## src/pkg/dff_reg_consts.vh

```
// Constants for the parallel D register with common clear
`ifndef DFF_REG_CONSTS_VH
`define DFF_REG_CONSTS_VH
`define WIDE_BITS       6
`define NARROW_BITS     4
`define DATA_MAX_BITS   6
`define CLEAR_LEVEL     1'h0
`define BIT_RESET       1'h0
`define MODE_HEX        1'h0
`define MODE_QUAD       1'h1
`define QUAD_MASK       6'h0F
`define HEX_MASK        6'h3F
`endif

```

## src/rtl/dff_bit.v

```verilog
// One D flip-flop with synchronous reset, enable and synchronous clear taken on an enabled edge
module dff_bit (
  input  wire MCLK,  // Shared clock
  input  wire RST,   // Synchronous reset, active high
  input  wire CE,    // Clock enable
  input  wire clr_n, // Common clear, active low
  input  wire d,     // Data input
  output reg  q      // Stored bit
);
`include "dff_reg_consts.vh"
  // Clear overrides data on an enabled edge; CE low freezes the bit unless RST is high
  always @(posedge MCLK) begin
    if (RST)
      q <= `BIT_RESET;
    else if (CE) begin
      if (clr_n == `CLEAR_LEVEL)
        q <= `BIT_RESET;
      else
        q <= d;
    end
  end
endmodule

```

## src/rtl/dff_register.v

```verilog
// Parallel D register, six-bit true-only or four-bit true/complement
module dff_register (
  input  wire       MCLK,    // Clock, 125 MHz
  input  wire       RST,     // Synchronous reset, active high
  input  wire       CE,      // Clock enable, freezes state when low
  input  wire       MODE,    // 0: six-bit true only, 1: four-bit with complements
  input  wire       CLR_N,   // Common synchronous clear, active low, taken on an enabled edge
  input  wire [5:0] D,       // Data inputs, one per bit
  output wire [5:0] Q,       // True outputs
  output wire [3:0] Q_N      // Complement outputs, four-bit mode only
);
`include "dff_reg_consts.vh"

  ////////////////////////////////////////////////////////////////////////////
  // Declarations

  // Mode and strobes
  wire                      clear_hit;  // Clear seen on an enabled edge
  wire                      quad_now;   // Four-bit mode in force
  wire                      quad_next;  // Four-bit mode after this edge
  reg                       mode_reg;   // Selected configuration
  reg                       mode_next;

  // Data path
  reg  [`DATA_MAX_BITS-1:0] lane_mask;  // Bits in use for this mode
  wire [`DATA_MAX_BITS-1:0] lane_d;     // Data after masking
  wire [`DATA_MAX_BITS-1:0] q_bits;     // Storage flop outputs

  // Complement side
  reg                       qn0_reg;
  reg                       qn1_reg;
  reg                       qn2_reg;
  reg                       qn3_reg;
  reg                       qn0_next;
  reg                       qn1_next;
  reg                       qn2_next;
  reg                       qn3_next;

  ////////////////////////////////////////////////////////////////////////////
  // Clear counts only on an enabled edge, as all state freezes with CE low

  assign clear_hit = CE && (CLR_N == `CLEAR_LEVEL);

  ////////////////////////////////////////////////////////////////////////////
  // Mode is caught while clear is applied, so a switch meets an empty register
  // and no stale upper bits survive into four-bit mode

  always @* begin
    mode_next = mode_reg;
    if (clear_hit)
      mode_next = MODE;
  end

  always @(posedge MCLK) begin
    if (RST)
      mode_reg <= `MODE_HEX;
    else
      mode_reg <= mode_next;
  end

  assign quad_now  = (mode_reg == `MODE_QUAD);

  assign quad_next = (mode_next == `MODE_QUAD);

  ////////////////////////////////////////////////////////////////////////////
  // Lane mask

  always @* begin
    case (mode_reg)
      `MODE_QUAD: lane_mask = `QUAD_MASK;
      `MODE_HEX:  lane_mask = `HEX_MASK;
      default:    lane_mask = `HEX_MASK;
    endcase
  end

  assign lane_d = D & lane_mask;

  ////////////////////////////////////////////////////////////////////////////
  // Storage flops; unused lanes load zero, so outputs come straight from
  // the flops with no gating behind them

  // Bit 0

  dff_bit u_bit0 (
    .MCLK  (MCLK),
    .RST   (RST),
    .CE    (CE),
    .clr_n (CLR_N),
    .d     (lane_d[0]),
    .q     (q_bits[0])
  );

  // Bit 1

  dff_bit u_bit1 (
    .MCLK  (MCLK),
    .RST   (RST),
    .CE    (CE),
    .clr_n (CLR_N),
    .d     (lane_d[1]),
    .q     (q_bits[1])
  );

  // Bit 2

  dff_bit u_bit2 (
    .MCLK  (MCLK),
    .RST   (RST),
    .CE    (CE),
    .clr_n (CLR_N),
    .d     (lane_d[2]),
    .q     (q_bits[2])
  );

  // Bit 3

  dff_bit u_bit3 (
    .MCLK  (MCLK),
    .RST   (RST),
    .CE    (CE),
    .clr_n (CLR_N),
    .d     (lane_d[3]),
    .q     (q_bits[3])
  );

  // Bit 4

  dff_bit u_bit4 (
    .MCLK  (MCLK),
    .RST   (RST),
    .CE    (CE),
    .clr_n (CLR_N),
    .d     (lane_d[4]),
    .q     (q_bits[4])
  );

  // Bit 5

  dff_bit u_bit5 (
    .MCLK  (MCLK),
    .RST   (RST),
    .CE    (CE),
    .clr_n (CLR_N),
    .d     (lane_d[5]),
    .q     (q_bits[5])
  );

  ////////////////////////////////////////////////////////////////////////////
  // Complement flops load the inverse of the masked data in four-bit mode (zero in six-bit mode), and set on clear
  // only when MODE selects four bits on that clearing edge, whatever the current width

  // Complement of bit 0

  always @* begin
    qn0_next = qn0_reg;
    if (clear_hit)
      qn0_next = quad_next;
    else if (CE)
      qn0_next = quad_now & ~lane_d[0];
  end

  always @(posedge MCLK) begin
    if (RST)
      qn0_reg <= `BIT_RESET;
    else
      qn0_reg <= qn0_next;
  end

  // Complement of bit 1

  always @* begin
    qn1_next = qn1_reg;
    if (clear_hit)
      qn1_next = quad_next;
    else if (CE)
      qn1_next = quad_now & ~lane_d[1];
  end

  always @(posedge MCLK) begin
    if (RST)
      qn1_reg <= `BIT_RESET;
    else
      qn1_reg <= qn1_next;
  end

  // Complement of bit 2

  always @* begin
    qn2_next = qn2_reg;
    if (clear_hit)
      qn2_next = quad_next;
    else if (CE)
      qn2_next = quad_now & ~lane_d[2];
  end

  always @(posedge MCLK) begin
    if (RST)
      qn2_reg <= `BIT_RESET;
    else
      qn2_reg <= qn2_next;
  end

  // Complement of bit 3

  always @* begin
    qn3_next = qn3_reg;
    if (clear_hit)
      qn3_next = quad_next;
    else if (CE)
      qn3_next = quad_now & ~lane_d[3];
  end

  always @(posedge MCLK) begin
    if (RST)
      qn3_reg <= `BIT_RESET;
    else
      qn3_reg <= qn3_next;
  end

  ////////////////////////////////////////////////////////////////////////////
  // Outputs, all straight from flops
  // Complements read zero in six-bit mode

  assign Q   = q_bits;
  assign Q_N = {qn3_reg, qn2_reg, qn1_reg, qn0_reg};

endmodule

```

## config.mk

```make
export PLATFORM = sky130hd
export DESIGN_NAME = dff_register
export DESIGN_NICKNAME = d
export VERILOG_FILES = /design/src/rtl/dff_bit.v /design/src/rtl/dff_register.v
export VERILOG_INCLUDE_DIRS = /design/src /design/src/pkg
export SDC_FILE = /design/constraint.sdc
export NUM_CORES = 1
export LEC_CHECK = 0
export ABC_AREA = 0
export BUFFER_PORTS_ARGS = -buffer_cell sky130_fd_sc_hd__buf_4
export CAP_MARGIN = 20
export CORE_AREA = 2 2 39 41
export CTS_CLUSTER_DIAMETER = 200
export CTS_CLUSTER_SIZE = 8
export DETAILED_ROUTE_END_ITERATION = 16
export DIE_AREA = 0 0 41 43
export PLACE_DENSITY_LB_ADDON = 0.12
export SLEW_MARGIN = 10
export SYNTH_ARGS = -nofsm -noshare
export SYNTH_HDL_FRONTEND = slang
export SYNTH_SLANG_ARGS = --single-unit
export TNS_END_PERCENT = 20
```

## constraint.sdc

```tcl
create_clock -name MCLK -period 1.04 [get_ports MCLK]
set_input_delay 0.156 -clock MCLK [delete_from_list [all_inputs] [get_ports MCLK]]
set_output_delay 0.156 -clock MCLK [all_outputs]
set_load 0.1 [all_outputs]
```

==> metrics <==
# clock sinks 11; Sequential Area 223 µm²; Least-Margin Pin Slew 0.255 ns; DR DRC count 0; GP Congestion 0.687; EDFF count, synth 0; highest-delay cell along the critical path dfxtp_1; outcome complete, no violations; Die H 43 µm; gr usage total 12.9%; via count 389; CP cell instances buf_8; CTS Buf Count 3; asr flop ratio synth 0%; unrepaired setup endpoints after global routing no; Yosys top cell area share 43.5%; vias in the first global route 307; Worst Path Required 0.88 ns; Area contributors post-synth dfxtp_1 43%, buf_4 18%, a21oi_1 9.9%; Initial Util 36.6%; core footprint 1380 µm²; CTS Hold Buffers Added 0; syn_nets 67; fill count 138; P per Cell Area 1410 nW/µm²; Post-synth top cells 12 x buf_4, 11 x dfxtp_1, 10 x a21oi_1; top sig layer met4; Slew headroom 82.9%; final wirelength 961 µm; Worst Skew 0.000437 ns; Post-Syn Area per Cell 9.05 µm²; largest net degree at the start of global routing 17; count leader, synth buf_4; Final Core Density 50.6%; Post-Route Setup TNS 0 ns; Final min period 1.00 ns; warning count from the yosys run 0; wire per inst 11.4 µm; period utilization 96.2%; WL met2 443 µm; Max Cap Viol 0; # Post-CTS Setup Buffers 0; cell area after placement 587 µm²; row count 14; ys flop type dfxtp_1; Hold Path Class in -> reg; Crit Path Category reg -> out; die width 41 µm; Detail Route met3 WL 87 µm; DR pass1 iterations 2; Slew Viols, Final 0; initial DRC count 4; IO buf count 20; Final Cell Area 701 µm²; P_leak 0.286 nW; share of layout cells above drive strength 1 38.2%; number of antenna violations at the first check in global routing 0; peak ir drop on the vdd network 1.02 mV; Post-Synthesis Cells 56; Area Growth Syn to Fin 38.3%; first-pass GRT wire length 1460 µm; nets 80; Final setup viols 0; die area 1760 µm²; Metal-1 WL 421 µm; antenna cells 0; CP arrival 0.84 ns; clk_lat worst skew 0.26 ns; Yosys top cell by area dfxtp_1; achievable frequency 999 MHz; startpoint types register; IO Count 21; sequential fraction of the synthesis area 43.5%; max incr delay on CP 0.37 ns; Reg clk slew, reported paths 0.07 ns; Final Hold Vio Count 0; FF+latch count, synth 11; CP Capture Type output port; footprint of the multi-input gates 196 µm²; delay-heaviest family, CP flip-flops; number of library cell types mapped by synthesis 12; mapped cell area 507 µm²; GRT overflow 0; Via density 4.63; clk root buf clkbuf_4; crit-path max FO 2; Buf+Inv Stages, Crit Path 1; CTS tree built; Clock Path Buffers 2; H-tree depth 1; Antenna Nets Post-Route 0
cells by family after synthesis:
kind of cell / count (synthesis) / synth area share, %
AND/OR/NAND/NOR: 18 / 23.0
AO/OA/AOI/OAI: 14 / 13.8
buffers and inverters: 12 / 17.8
flip-flops: 11 / 43.5
multiplexers: 1 / 1.98
final cells by class:
type	instances	share of cell area, %
repair buffers	20	33.6
flip-flops and latches	11	31.8
well taps	16	2.86
multi-input cells	33	28.0
clock buffers	4	3.75
where the power goes:
| part | switching, W | internal, W |
|---|---|---|
| clock | 0.000137 | 0.000148 |
| combinational | 0.000160 | 0.0000900 |
| sequential | 0.0000152 | 0.000440 |
path summary, 6_finish.rpt:
kind / start / to / slack, ns / cells past startpoint
setup / recovery: qn1_reg / Q_N[1] / 0.04 / 1
hold / removal: D[3] / qn3_reg / 0.08 / 2
setup reg to reg: mode_reg / u_bit5.q / 0.24 / 3
hold reg to reg: u_bit3.q / u_bit3.q / 0.48 / 2
repair_timing:
item,CTS,global route
gates resized for setup,10,13
endpoints found under the setup margin,10,6
gates cloned,0,0
layer usage:
| metal | vias to the layer above | global-route usage, % |
|---|---|---|
| met4 | 0 | 8.00 |
| met5 | - | 0 |
| met2 | 13 | 14.4 |
| met1 | 169 | 17.9 |
| met3 | 2 | 7.85 |
| li1 | 205 | - |
through the flow:
| step | hold slack (ns) | worst slack [ns] | cells | power [W] |
|---|---|---|---|---|
| 5_1_grt | 0.0647 | 0.000743 | 84 | 0.00104 |
| 3_3_place_gp | 0.354 | 0.142 | 80 | 0.000683 |
| 4_1_cts | 0.0693 | 0.0118 | 84 | 0.000988 |
| 2_1_floorplan | 0.253 | 0.237 | 56 | 0.000640 |
| 3_5_place_dp | 0.359 | 0.140 | 80 | 0.000682 |
| 6_report | 0.0794 | 0.0393 | 84 | 0.000990 |
cells in the final DEF, fill, tap and decap left out, types with 2 or more instances in the layout:
cell type	count
a21oi_1	10
buf_12	5
buf_4	10
buf_6	4
clkbuf_4	3
dfxtp_1	9
dfxtp_2	2
nand2b_1	6
nand3_1	6
nor2_1	2
o21ai_1	4
Note: power is estimated with default switching activity, not from simulation.
